--- src/power_good_fault_pkg.sv ---
package power_good_fault_pkg;

  // ---------------------------------------------------------------
  // register offsets
  // ---------------------------------------------------------------
  localparam logic [7:0] COMP_H_REF_OFFSET   = 8'hE4;
  localparam logic [7:0] MASK_ONE_OFFSET     = 8'hE5;
  localparam logic [7:0] MASK_TWO_OFFSET     = 8'hE6;
  localparam logic [7:0] STATUS_ONE_OFFSET   = 8'hE7;
  localparam logic [7:0] STATUS_TWO_OFFSET   = 8'hE8;
  localparam logic [7:0] UNMAPPED_READ_VALUE = 8'h00;

  // ---------------------------------------------------------------
  // reset values
  // ---------------------------------------------------------------
  localparam logic [7:0] COMP_H_REF_RESET = 8'h00;
  localparam logic [7:0] MASK_ONE_RESET   = 8'h00;
  localparam logic [1:0] MASK_TWO_RESET   = 2'h0;
  localparam logic [7:0] STATUS_ONE_RESET = 8'h00;
  localparam logic [4:0] STATUS_TWO_RESET = 5'h00;

  // ---------------------------------------------------------------
  // field layout
  // ---------------------------------------------------------------
  localparam int DISCHARGE_BIT   = 7;
  localparam int SHIFT_MSB       = 6;
  localparam int SHIFT_LSB       = 3;
  localparam int VSEL_MSB        = 2;
  localparam int VSEL_LSB        = 0;
  localparam int MASK_ONE_R13    = 0;
  localparam int MASK_TWO_R11    = 1;
  localparam int MASK_TWO_R12    = 0;
  localparam int STATUS_ONE_R13  = 7;
  localparam int STATUS_TWO_R12  = 4;
  localparam int STATUS_TWO_R11  = 3;
  localparam logic [5:0] MASK_TWO_RESERVED   = 6'h3F;
  localparam logic [2:0] STATUS_TWO_RESERVED = 3'h7;

  // ---------------------------------------------------------------
  // window voltage tables
  // ---------------------------------------------------------------
  typedef logic [12:0] millivolt_type;

  localparam int            DISCHARGE_OHMS     = 100;
  localparam logic [2:0]    VSEL_TOP_CODE      = 3'h7;
  localparam millivolt_type MV_TOP_HIGH        = 13'h1388;
  localparam millivolt_type SHIFT_THRESHOLD_MV = 13'h41A;
  localparam millivolt_type ALT_MODE_MV        = 13'h3E8;
  localparam logic [3:0]    ALT_CODE_COUNT     = 4'hA;
  localparam logic [3:0]    PERCENT_CODE_COUNT = 4'h8;
  localparam logic [6:0]    PERCENT_BASE       = 7'h64;
  localparam logic [19:0]   MV_TO_10UV         = 20'h00064;

  localparam millivolt_type NOMINAL_MV [8] = '{
    13'h3E8, 13'h4B0, 13'h5DC, 13'h708, 13'h44C, 13'h546, 13'hCE4, 13'h9C4
  };
  localparam millivolt_type ALT_MV [10] = '{
    13'h41A, 13'h3E8, 13'h3CF, 13'h3B6, 13'h384,
    13'h36B, 13'h352, 13'h320, 13'h2EE, 13'h2BC
  };
  localparam logic [4:0] SHIFT_PERCENT [8] = '{
    5'h03, 5'h02, 5'h01, 5'h00, 5'h1F, 5'h1E, 5'h1D, 5'h1C
  };

endpackage

--- src/reference_if.sv ---
`timescale 1ns/1ps
`default_nettype none

interface reference_if;
  logic       discharge;
  logic [3:0] shift;
  logic [2:0] vsel;

  modport bank    (output discharge, output shift, output vsel);
  modport decoder (input discharge, input shift, input vsel);
endinterface

`default_nettype wire

--- src/window_reference_decode.sv ---
`timescale 1ns/1ps
`default_nettype none

module window_reference_decode
  import power_good_fault_pkg::*;
#(
  parameter logic HIGH_CODE_IS_5V = 1'b0
) (
  // clock and reset
  input  wire logic        ref_clk,
  input  wire logic        rstn,
  // fields from the register bank
  reference_if.decoder     ref_fields,
  // decoded window
  output logic      [12:0] nominal_mv,
  output logic      [19:0] target_10uv,
  output logic             alt_mode,
  output logic             code_valid
);

  logic [12:0] nominal_next;
  logic [19:0] target_next;
  logic        alt_next;
  logic        valid_next;
  logic [6:0]  factor;

  // ---------------------------------------------------------------
  // decode
  // ---------------------------------------------------------------
  always_comb begin
    factor = PERCENT_BASE;
    if ((ref_fields.vsel == VSEL_TOP_CODE) && HIGH_CODE_IS_5V) begin
      nominal_next = MV_TOP_HIGH; // RULE4
    end else begin
      nominal_next = NOMINAL_MV[ref_fields.vsel]; // RULE4
    end
    alt_next    = (nominal_next == ALT_MODE_MV);
    valid_next  = 1'b0;
    target_next = 20'(nominal_next) * MV_TO_10UV;
    if (alt_next && (ref_fields.shift < ALT_CODE_COUNT)) begin
      target_next = 20'(ALT_MV[ref_fields.shift]) * MV_TO_10UV; // RULE3
      valid_next  = 1'b1;
    end else if ((nominal_next > SHIFT_THRESHOLD_MV) &&
                 (ref_fields.shift < PERCENT_CODE_COUNT)) begin
      factor      = 7'(PERCENT_BASE + 7'($signed(SHIFT_PERCENT[ref_fields.shift[2:0]])));
      target_next = 20'(nominal_next) * 20'(factor); // RULE2
      valid_next  = 1'b1;
    end
  end

  always_ff @(posedge ref_clk) begin
    if (!rstn) begin
      nominal_mv  <= 13'h0000;
      target_10uv <= 20'h00000;
      alt_mode    <= 1'b0;
      code_valid  <= 1'b0;
    end else begin
      nominal_mv  <= nominal_next;
      target_10uv <= target_next;
      alt_mode    <= alt_next;
      code_valid  <= valid_next;
    end
  end

  // ---------------------------------------------------------------
  // checks
  // ---------------------------------------------------------------
  property p_shift_percent;
    @(posedge ref_clk) disable iff (!rstn)
      (ref_fields.vsel == 3'h3 && ref_fields.shift == 4'h0) |=> (target_10uv == 20'h2D438);
  endproperty
  a_shift_percent: assert property (p_shift_percent) // RULE2
    else $error("plus three percent wrong");

  property p_shift_minus;
    @(posedge ref_clk) disable iff (!rstn)
      (ref_fields.vsel == 3'h6 && ref_fields.shift == 4'h7) |=> (target_10uv == 20'h4D580);
  endproperty
  a_shift_minus: assert property (p_shift_minus) else $error("minus four percent wrong"); // RULE2

  property p_alt_level;
    @(posedge ref_clk) disable iff (!rstn)
      (ref_fields.vsel == 3'h0 && ref_fields.shift == 4'h9)
        |=> (target_10uv == 20'h11170 && alt_mode && code_valid);
  endproperty
  a_alt_level: assert property (p_alt_level) else $error("alternative level wrong"); // RULE3

  property p_nominal;
    @(posedge ref_clk) disable iff (!rstn)
      (ref_fields.vsel == 3'h5) |=> (nominal_mv == 13'h546 && !alt_mode);
  endproperty
  a_nominal: assert property (p_nominal) else $error("nominal voltage wrong"); // RULE4

endmodule

`default_nettype wire

--- src/power_good_fault_registers.sv ---
`timescale 1ns/1ps
`default_nettype none

// Contract
// RULE1: bit 7 of comparator h reference enables the 100 ohm discharge path.
// RULE2: above 1.05 V the shift field offsets the window +3 to -4 percent.
// RULE3: at 1 V the shift field picks alternative levels 1.05 down to 0.7 V.
// RULE4: voltage select picks the window nominal voltage, top code 2.5 or 5 V.
// RULE5: first mask register holds rails 4 to 10 and rail 13, one masks.
// RULE6: second mask register holds rail 11 in bit 1, rail 12 in bit 0.
// RULE7: reserved upper bits of second mask and second status read as ones.
// RULE8: first status register reports rail 13 and rails 10 to 4, read only.
// RULE9: second status reports rails 12, 11 and switched rails 11, 8, 6.
// RULE10: writes to status registers do nothing; status follows the rails.
// RULE11: a masked rail reports no fault onward but its status still updates.

module power_good_fault_registers
  import power_good_fault_pkg::*;
#(
  parameter logic HIGH_CODE_IS_5V = 1'b0
) (
  // clock and reset
  input  wire logic        ref_clk,
  input  wire logic        rstn,

  // register port from the serial bus slave
  input  wire logic [7:0]  reg_addr,
  input  wire logic        reg_wr_en,
  input  wire logic [7:0]  reg_wr_data,
  input  wire logic        reg_rd_en,
  output logic      [7:0]  reg_rd_data,

  // rail monitoring
  input  wire logic [13:4] rail_good_in,
  input  wire logic [2:0]  rail_switched_good_in,
  input  wire logic [13:4] rail_fault_in,
  output logic      [13:4] rail_fault_report,

  // comparator h reference fields
  output logic             comparator_h_discharge_enable,
  output logic      [3:0]  comparator_h_window_shift,
  output logic      [2:0]  comparator_h_voltage_select,

  // decoded comparator h window
  output logic      [12:0] window_nominal_mv,
  output logic      [19:0] window_target_10uv,
  output logic             window_alt_mode,
  output logic             window_code_valid
);

  // ---------------------------------------------------------------
  // state
  // ---------------------------------------------------------------
  logic [7:0]  comp_h_ref_reg;
  logic [7:0]  comp_h_ref_next;
  logic [7:0]  mask_one_reg;
  logic [7:0]  mask_one_next;
  logic [1:0]  mask_two_reg;
  logic [1:0]  mask_two_next;
  logic [7:0]  status_one_reg;
  logic [7:0]  status_one_next;
  logic [4:0]  status_two_reg;
  logic [4:0]  status_two_next;
  logic [7:0]  rd_data_reg;
  logic [7:0]  rd_data_next;
  logic [13:4] fault_report_reg;
  logic [13:4] fault_report_next;
  logic [13:4] mask_by_rail;

  reference_if ref_fields ();

  // ---------------------------------------------------------------
  // register writes
  // ---------------------------------------------------------------
  always_comb begin
    comp_h_ref_next = comp_h_ref_reg;
    mask_one_next   = mask_one_reg;
    mask_two_next   = mask_two_reg;
    if (reg_wr_en) begin
      if (reg_addr == COMP_H_REF_OFFSET) begin
        comp_h_ref_next = reg_wr_data; // RULE1
      end else if (reg_addr == MASK_ONE_OFFSET) begin
        mask_one_next = reg_wr_data; // RULE5
      end else if (reg_addr == MASK_TWO_OFFSET) begin
        mask_two_next = reg_wr_data[1:0]; // RULE6
      end
      // status offsets and unmapped offsets take no write
    end
  end

  always_ff @(posedge ref_clk) begin
    if (!rstn) begin
      comp_h_ref_reg <= COMP_H_REF_RESET;
      mask_one_reg   <= MASK_ONE_RESET;
      mask_two_reg   <= MASK_TWO_RESET;
    end else begin
      comp_h_ref_reg <= comp_h_ref_next;
      mask_one_reg   <= mask_one_next;
      mask_two_reg   <= mask_two_next;
    end
  end

  // ---------------------------------------------------------------
  // power good status, sampled every cycle
  // ---------------------------------------------------------------
  always_comb begin
    status_one_next = {rail_good_in[13], rail_good_in[10:4]}; // RULE8
    status_two_next = {rail_good_in[12], rail_good_in[11], rail_switched_good_in}; // RULE9
  end

  always_ff @(posedge ref_clk) begin
    if (!rstn) begin
      status_one_reg <= STATUS_ONE_RESET;
      status_two_reg <= STATUS_TWO_RESET;
    end else begin
      status_one_reg <= status_one_next; // RULE10
      status_two_reg <= status_two_next; // RULE10
    end
  end

  // ---------------------------------------------------------------
  // fault gating per rail
  // ---------------------------------------------------------------
  assign mask_by_rail[13] = mask_one_reg[MASK_ONE_R13];
  assign mask_by_rail[12] = mask_two_reg[MASK_TWO_R12];
  assign mask_by_rail[11] = mask_two_reg[MASK_TWO_R11];

  genvar rail;
  generate
    for (rail = 4; rail <= 10; rail++) begin : g_mask_one
      assign mask_by_rail[rail] = mask_one_reg[11 - rail]; // RULE5
    end
  endgenerate

  always_comb begin
    fault_report_next = rail_fault_in & ~mask_by_rail; // RULE11
  end

  always_ff @(posedge ref_clk) begin
    if (!rstn) begin
      fault_report_reg <= 10'h000;
    end else begin
      fault_report_reg <= fault_report_next;
    end
  end

  // ---------------------------------------------------------------
  // register reads
  // ---------------------------------------------------------------
  always_comb begin
    rd_data_next = rd_data_reg;
    if (reg_rd_en) begin
      if (reg_addr == COMP_H_REF_OFFSET) begin
        rd_data_next = comp_h_ref_reg;
      end else if (reg_addr == MASK_ONE_OFFSET) begin
        rd_data_next = mask_one_reg;
      end else if (reg_addr == MASK_TWO_OFFSET) begin
        rd_data_next = {MASK_TWO_RESERVED, mask_two_reg}; // RULE7
      end else if (reg_addr == STATUS_ONE_OFFSET) begin
        rd_data_next = status_one_reg;
      end else if (reg_addr == STATUS_TWO_OFFSET) begin
        rd_data_next = {STATUS_TWO_RESERVED, status_two_reg}; // RULE7
      end else begin
        rd_data_next = UNMAPPED_READ_VALUE;
      end
    end
  end

  always_ff @(posedge ref_clk) begin
    if (!rstn) begin
      rd_data_reg <= 8'h00;
    end else begin
      rd_data_reg <= rd_data_next;
    end
  end

  // ---------------------------------------------------------------
  // outputs and window decode
  // ---------------------------------------------------------------
  assign ref_fields.discharge = comp_h_ref_reg[DISCHARGE_BIT];
  assign ref_fields.shift     = comp_h_ref_reg[SHIFT_MSB:SHIFT_LSB];
  assign ref_fields.vsel      = comp_h_ref_reg[VSEL_MSB:VSEL_LSB];

  assign comparator_h_discharge_enable = comp_h_ref_reg[DISCHARGE_BIT]; // RULE1
  assign comparator_h_window_shift     = comp_h_ref_reg[SHIFT_MSB:SHIFT_LSB];
  assign comparator_h_voltage_select   = comp_h_ref_reg[VSEL_MSB:VSEL_LSB];
  assign rail_fault_report             = fault_report_reg;
  assign reg_rd_data                   = rd_data_reg;

  window_reference_decode #(
    .HIGH_CODE_IS_5V (HIGH_CODE_IS_5V)
  ) u_decode (
    .ref_clk     (ref_clk),
    .rstn        (rstn),
    .ref_fields  (ref_fields.decoder),
    .nominal_mv  (window_nominal_mv),
    .target_10uv (window_target_10uv),
    .alt_mode    (window_alt_mode),
    .code_valid  (window_code_valid)
  );

  // ---------------------------------------------------------------
  // checks
  // ---------------------------------------------------------------
  property p_discharge;
    @(posedge ref_clk) disable iff (!rstn)
      (reg_wr_en && reg_addr == COMP_H_REF_OFFSET)
        |=> (comparator_h_discharge_enable == $past(reg_wr_data[7]));
  endproperty
  a_discharge: assert property (p_discharge) else $error("discharge enable not written"); // RULE1

  property p_mask_one_readback;
    @(posedge ref_clk) disable iff (!rstn)
      (reg_wr_en && reg_addr == MASK_ONE_OFFSET) ##1 !reg_wr_en
        ##1 (reg_rd_en && reg_addr == MASK_ONE_OFFSET && !reg_wr_en)
        |=> (reg_rd_data == $past(reg_wr_data, 3));
  endproperty
  a_mask_one_readback: assert property (p_mask_one_readback) // RULE5
    else $error("mask one readback wrong");

  property p_rail4_masked;
    @(posedge ref_clk) disable iff (!rstn)
      (mask_one_reg[7] && rail_fault_in[4]) |=> !rail_fault_report[4];
  endproperty
  a_rail4_masked: assert property (p_rail4_masked) // RULE11
    else $error("masked rail 4 fault passed");

  property p_rail4_unmasked;
    @(posedge ref_clk) disable iff (!rstn)
      (!mask_one_reg[7] && rail_fault_in[4]) |=> rail_fault_report[4];
  endproperty
  a_rail4_unmasked: assert property (p_rail4_unmasked) // RULE5
    else $error("unmasked rail 4 fault lost");

  property p_rail11_mask;
    @(posedge ref_clk) disable iff (!rstn)
      (reg_wr_en && reg_addr == MASK_TWO_OFFSET && reg_wr_data[1])
        ##1 (rail_fault_in[11] && !reg_wr_en) |=> !rail_fault_report[11];
  endproperty
  a_rail11_mask: assert property (p_rail11_mask) else $error("rail 11 mask not applied"); // RULE6

  property p_mask_two_reserved;
    @(posedge ref_clk) disable iff (!rstn)
      (reg_rd_en && reg_addr == MASK_TWO_OFFSET) |=> (reg_rd_data[7:2] == 6'h3F);
  endproperty
  a_mask_two_reserved: assert property (p_mask_two_reserved) // RULE7
    else $error("mask two reserved not ones");

  property p_status_two_reserved;
    @(posedge ref_clk) disable iff (!rstn)
      (reg_rd_en && reg_addr == STATUS_TWO_OFFSET) |=> (reg_rd_data[7:5] == 3'h7);
  endproperty
  a_status_two_reserved: assert property (p_status_two_reserved) // RULE7
    else $error("status two reserved not ones");

  property p_status_one_read;
    @(posedge ref_clk) disable iff (!rstn)
      (rstn && reg_rd_en && reg_addr == STATUS_ONE_OFFSET) ##0 $past(rstn)
        |=> (reg_rd_data == {$past(rail_good_in[13], 2), $past(rail_good_in[10:4], 2)});
  endproperty
  a_status_one_read: assert property (p_status_one_read) // RULE8
    else $error("status one mapping wrong");

  property p_status_two_track;
    @(posedge ref_clk) disable iff (!rstn)
      $past(rstn) |-> (status_two_reg == {$past(rail_good_in[12]), $past(rail_good_in[11]),
                                          $past(rail_switched_good_in)});
  endproperty
  a_status_two_track: assert property (p_status_two_track) // RULE9
    else $error("status two mapping wrong");

  property p_status_write_ignored;
    @(posedge ref_clk) disable iff (!rstn)
      (reg_wr_en && reg_addr == STATUS_ONE_OFFSET && $past(rstn))
        |=> (status_one_reg == {$past(rail_good_in[13]), $past(rail_good_in[10:4])});
  endproperty
  a_status_write_ignored: assert property (p_status_write_ignored) // RULE10
    else $error("status write took effect");

  property p_rail13_masked;
    @(posedge ref_clk) disable iff (!rstn)
      (reg_wr_en && reg_addr == MASK_ONE_OFFSET && reg_wr_data[MASK_ONE_R13])
        ##1 (rail_fault_in[13] && !reg_wr_en) |=> !rail_fault_report[13];
  endproperty
  a_rail13_masked: assert property (p_rail13_masked) // RULE5
    else $error("rail 13 mask not applied");

  property p_rail12_unmasked;
    @(posedge ref_clk) disable iff (!rstn)
      (reg_wr_en && reg_addr == MASK_TWO_OFFSET && !reg_wr_data[MASK_TWO_R12])
        ##1 (rail_fault_in[12] && !reg_wr_en) |=> rail_fault_report[12];
  endproperty
  a_rail12_unmasked: assert property (p_rail12_unmasked) // RULE6
    else $error("unmasked rail 12 fault lost");

  property p_status_two_read;
    @(posedge ref_clk) disable iff (!rstn)
      (reg_rd_en && reg_addr == STATUS_TWO_OFFSET) ##0 $past(rstn)
        |=> (reg_rd_data[4:0] == {$past(rail_good_in[12], 2), $past(rail_good_in[11], 2),
                                  $past(rail_switched_good_in, 2)});
  endproperty
  a_status_two_read: assert property (p_status_two_read) // RULE9
    else $error("status two read wrong");

  property p_reset_clears;
    @(posedge ref_clk)
      !rstn |=> (reg_rd_data == 8'h00 && rail_fault_report == 10'h000 &&
                 status_one_reg == STATUS_ONE_RESET && !comparator_h_discharge_enable);
  endproperty
  a_reset_clears: assert property (p_reset_clears) // RULE8
    else $error("reset left state behind");

endmodule

`default_nettype wire

--- config.mk ---
export PLATFORM = sky130hd
export DESIGN_NAME = power_good_fault_registers
export DESIGN_NICKNAME = d
export VERILOG_FILES = /design/src/power_good_fault_pkg.sv /design/src/reference_if.sv /design/src/window_reference_decode.sv /design/src/power_good_fault_registers.sv
export SDC_FILE = /design/constraint.sdc
export NUM_CORES = 1
export LEC_CHECK = 0
export ABC_AREA = 1
export BUFFER_PORTS_ARGS = -buffer_cell sky130_fd_sc_hd__buf_2
export CORE_AREA = 2 2 125 127
export DETAILED_ROUTE_END_ITERATION = 10
export DIE_AREA = 0 0 127 129
export PLACE_DENSITY = 0.72
export SYNTH_ARGS = -nofsm -noshare
export SYNTH_HDL_FRONTEND = slang
export SYNTH_SLANG_ARGS = --single-unit
--- constraint.sdc ---
create_clock -name ref_clk -period 4.2 [get_ports ref_clk]
set_clock_uncertainty 0.05 [all_clocks]
set_input_delay 0.84 -clock ref_clk [delete_from_list [all_inputs] [get_ports ref_clk]]
set_output_delay 0.84 -clock ref_clk [all_outputs]
set_load 0.03 [all_outputs]
==> reports/qor.txt <==
antenna viol nets, final = 0
max-slew violation count = 0
failing checks = negative setup slack
crit path kind = reg2reg
fin crit share = 1.01
residual DRC count = 0
# fillers = 1332
CTS tree = yes
Yosys reg bits = 81
Post-Route WL = 21300 um
multiplexer share of the synthesized area = 0
Worst R2R Start = comp_h_ref_reg[0]
post-route cell area = 9410 sq um
Worst path depth = 23
Post-Synth XOR/XNOR Area = 0.0215
status = complete, but fails checks
worst reg-to-reg path cell count = 23
Nets = 1397
worst path cell trace = inv_8 > ha_4 > nor2_4 > inv_2 > nor2_1 > ha_1 > fa_1 > fa_1 > inv_2 > fa_1 > inv_2 > ha_4 > nand2_2 > nand2_2 > inv_2 > nor2_2 > nor2_2 > buf_4 > nand4_1 > nand3_1 > nand2_1 > nand2_1 > a21oi_1
CP bufs+invs = 6
clk slew on worst S/H paths = 0.06 ns
clk buf depth = 2
post-layout util = 0.628
Die W = 127 um
syn avg cell area = 7.09 sq um
largest net degree at the start of global routing = 37
crit start category = flip-flop
die area = 16400 sq um
gr usage total = 0.254
Worst VDD drop = 0.397 mV
Worst Hold Class = reg2reg
Ports = 104
vias = 7256
family with the most delay on the worst path = adder cells
H-tree depth = 3
crit-path max FO = 5
Setup Viol. Count Final = 2
min-delay src = mask_one_reg[1]
vias in the first global route = 6848
grt ovf = 0
pwr dens = 217 nW/um^2
diode count = 0
Yosys warnings = 0
Crit. Startpoint = comp_h_ref_reg[0]
Synth Area in Adders = 0.291
clock root cell = clkbuf_16
clk sinks = 81
number of DRC markers in iteration 0 = 397
worst slew pin tran = 0.759 ns
DRT Pass-1 Iters = 5
sequential-to-total area share from yosys stat = 0.221
Synth Area in Compound Gates = 0.0994
Critical Path Slowest Stage Cell = fa_1
combinational family with the most area after synthesis = adder cells
R2R Setup Slk = -0.03 ns
setup ws final = -0.0345 ns
RSZ-0062 raised after global routing = true
cell row count = 45
CTS Buf Count = 9
Worst setup EP type = flip-flop
Largest register FFs = 19
die height = 129 um
drt via density = 5.20
Layout Area Growth over Synthesis = 28.4%
max_slew headroom = 0.490
Yosys cell types = 44
final hold vios = 0
Most common cell on crit path = inv_2
Max Clock Freq = 0.236 GHz
initial core utilization = 0.489
max-cap check violation count = 0
clock latency on the worst-skew pair = 0.35 ns
Final min period = 4.23 ns
Lkg Pwr = 5.01 nW
# hold bufs at CTS = 0
Post-Synth Simple-Gate Area = 0.270
Most flops, register = u_decode.target_10uv
WL per Instance = 15.3 um
wire length of the first global-routing pass = 33200 um
area post-placement = 8530 sq um
hold path depth = 1
DPL Wire Length = 16600 um
CP arrival = 4.46 ns
antenna violations before repair = 0
gpl congestion = 0.969
Pwr Total = 2.04 mW
core area = 15000 sq um
I/O Buffers = 100
share of cells above drive strength 1 = 0.268
Synth Instances = 1034
CP peak stage delay = 0.54 ns
Worst Path Required = 4.43 ns
mapped cell area = 7330 sq um
==> worst register-to-register path: stages, from the launching register on <==
cell and delay [ns]:
dfxtp_4 0.43, inv_8 0.06, ha_4 0.26, nor2_4 0.13, inv_2 0.06, nor2_1 0.10, ha_1 0.25, fa_1 0.47
fa_1 0.54, inv_2 0.04, fa_1 0.48, inv_2 0.05, ha_4 0.31, nand2_2 0.06, nand2_2 0.07, inv_2 0.04
nor2_2 0.12, nor2_2 0.06, buf_4 0.13, nand4_1 0.08, nand3_1 0.07, nand2_1 0.12, nand2_1 0.06, a21oi_1 0.12
==> per-stage QoR <==
stage	instances	worst slack (ns)	TNS, ns	hold WS [ns]
floorplan	1036	0.000166	0	0.339
global placement	1362	-0.0965	-0.296	0.362
detailed placement	1362	-0.144	-0.693	0.381
CTS	1382	-0.00543	-0.00543	0.391
global route	1395	-0.207	-1.30	0.402
finish	1395	-0.0345	-0.0508	0.384
==> Yosys cell counts, drive strengths merged <==
cell    instances  area (sq um)
a21o            3          22.5
o31ai           3          22.5
nor2          122           490
nor3            7          46.3
conb            1          3.75
o21a            1          7.51
nand3b          1          7.51
fa             31           621
buf            13          81.3
nand2         254           978
and2            3          18.8
xor2           12           105
a31oi           1          6.26
xnor2           6          52.6
nand3          74           375
a21boi          1          7.51
a21oi          71           367
or2             2          12.5
and3            1          6.26
nor4            1          6.26
o211ai          9          67.6
nor3b           1          7.51
dfxtp          81          1620
nand4           5          31.3
a32o            1          10.0
o21ai          42           210
clkinv          2          7.51
ha            121          1510
o21bai          1          7.51
inv           152           573
clkbuf         11          41.3
==> kinds of logic after synthesis <==
group / Yosys count
compound gates: 133
xor+xnor: 18
fa+ha+maj: 152
buf+inv: 178
flops: 81
other cells: 1
simple gates: 471
==> cells in the final DEF (no fill, tap or decap), drive strengths merged, types with 3 or more instances in the layout <==
cell type,instances
nand2,254
buf,179
inv,156
nor2,122
ha,121
dfxtp,81
nand3,74
a21oi,71
o21ai,42
fa,31
xor2,12
o211ai,9
clkbuf,9
nor3,7
xnor2,6
nand4,5
a21o,3
and2,3
o31ai,3
conb,3
==> layer usage <==
metal | vias up | wire (um) | GRT usage
met5 | - | 0 | 0
met4 | 0 | 599 | 0.0886
met3 | 52 | 1180 | 0.0420
met2 | 226 | 10200 | 0.434
met1 | 3336 | 9310 | 0.326
li1 | 3642 | - | -
==> final cells by class <==
cell class / instances / area (sq um) / area share
clock inverters: 7 / 108 / 0.0114
inverters: 154 / 591 / 0.0627
flip-flops and latches: 81 / 1630 / 0.174
well taps: 188 / 235 / 0.0250
clock buffers: 9 / 225 / 0.0239
repair buffers: 179 / 1120 / 0.119
multi-input cells: 777 / 5500 / 0.585
==> power by group <==
| part | switching [mW] | leakage [nW] | internal, mW |
|---|---|---|---|
| clock network | 0.357 | 0.160 | 0.533 |
| logic | 0.224 | 4.19 | 0.133 |
| registers | 0.00630 | 0.668 | 0.791 |
==> timing repair <==
action,in CTS,in global routing
gates resized for setup,30,90
buffers inserted,4,14
pin swaps,12,60
setup endpoints to repair,11,11
==> final timing paths <==
check | endpoint
hold / removal | rail_fault_report[10]
setup / recovery | u_decode.target_10uv[14]
setup reg to reg | u_decode.target_10uv[14]
hold reg to reg | rail_fault_report[10]
(Power assumes the default switching activity.)
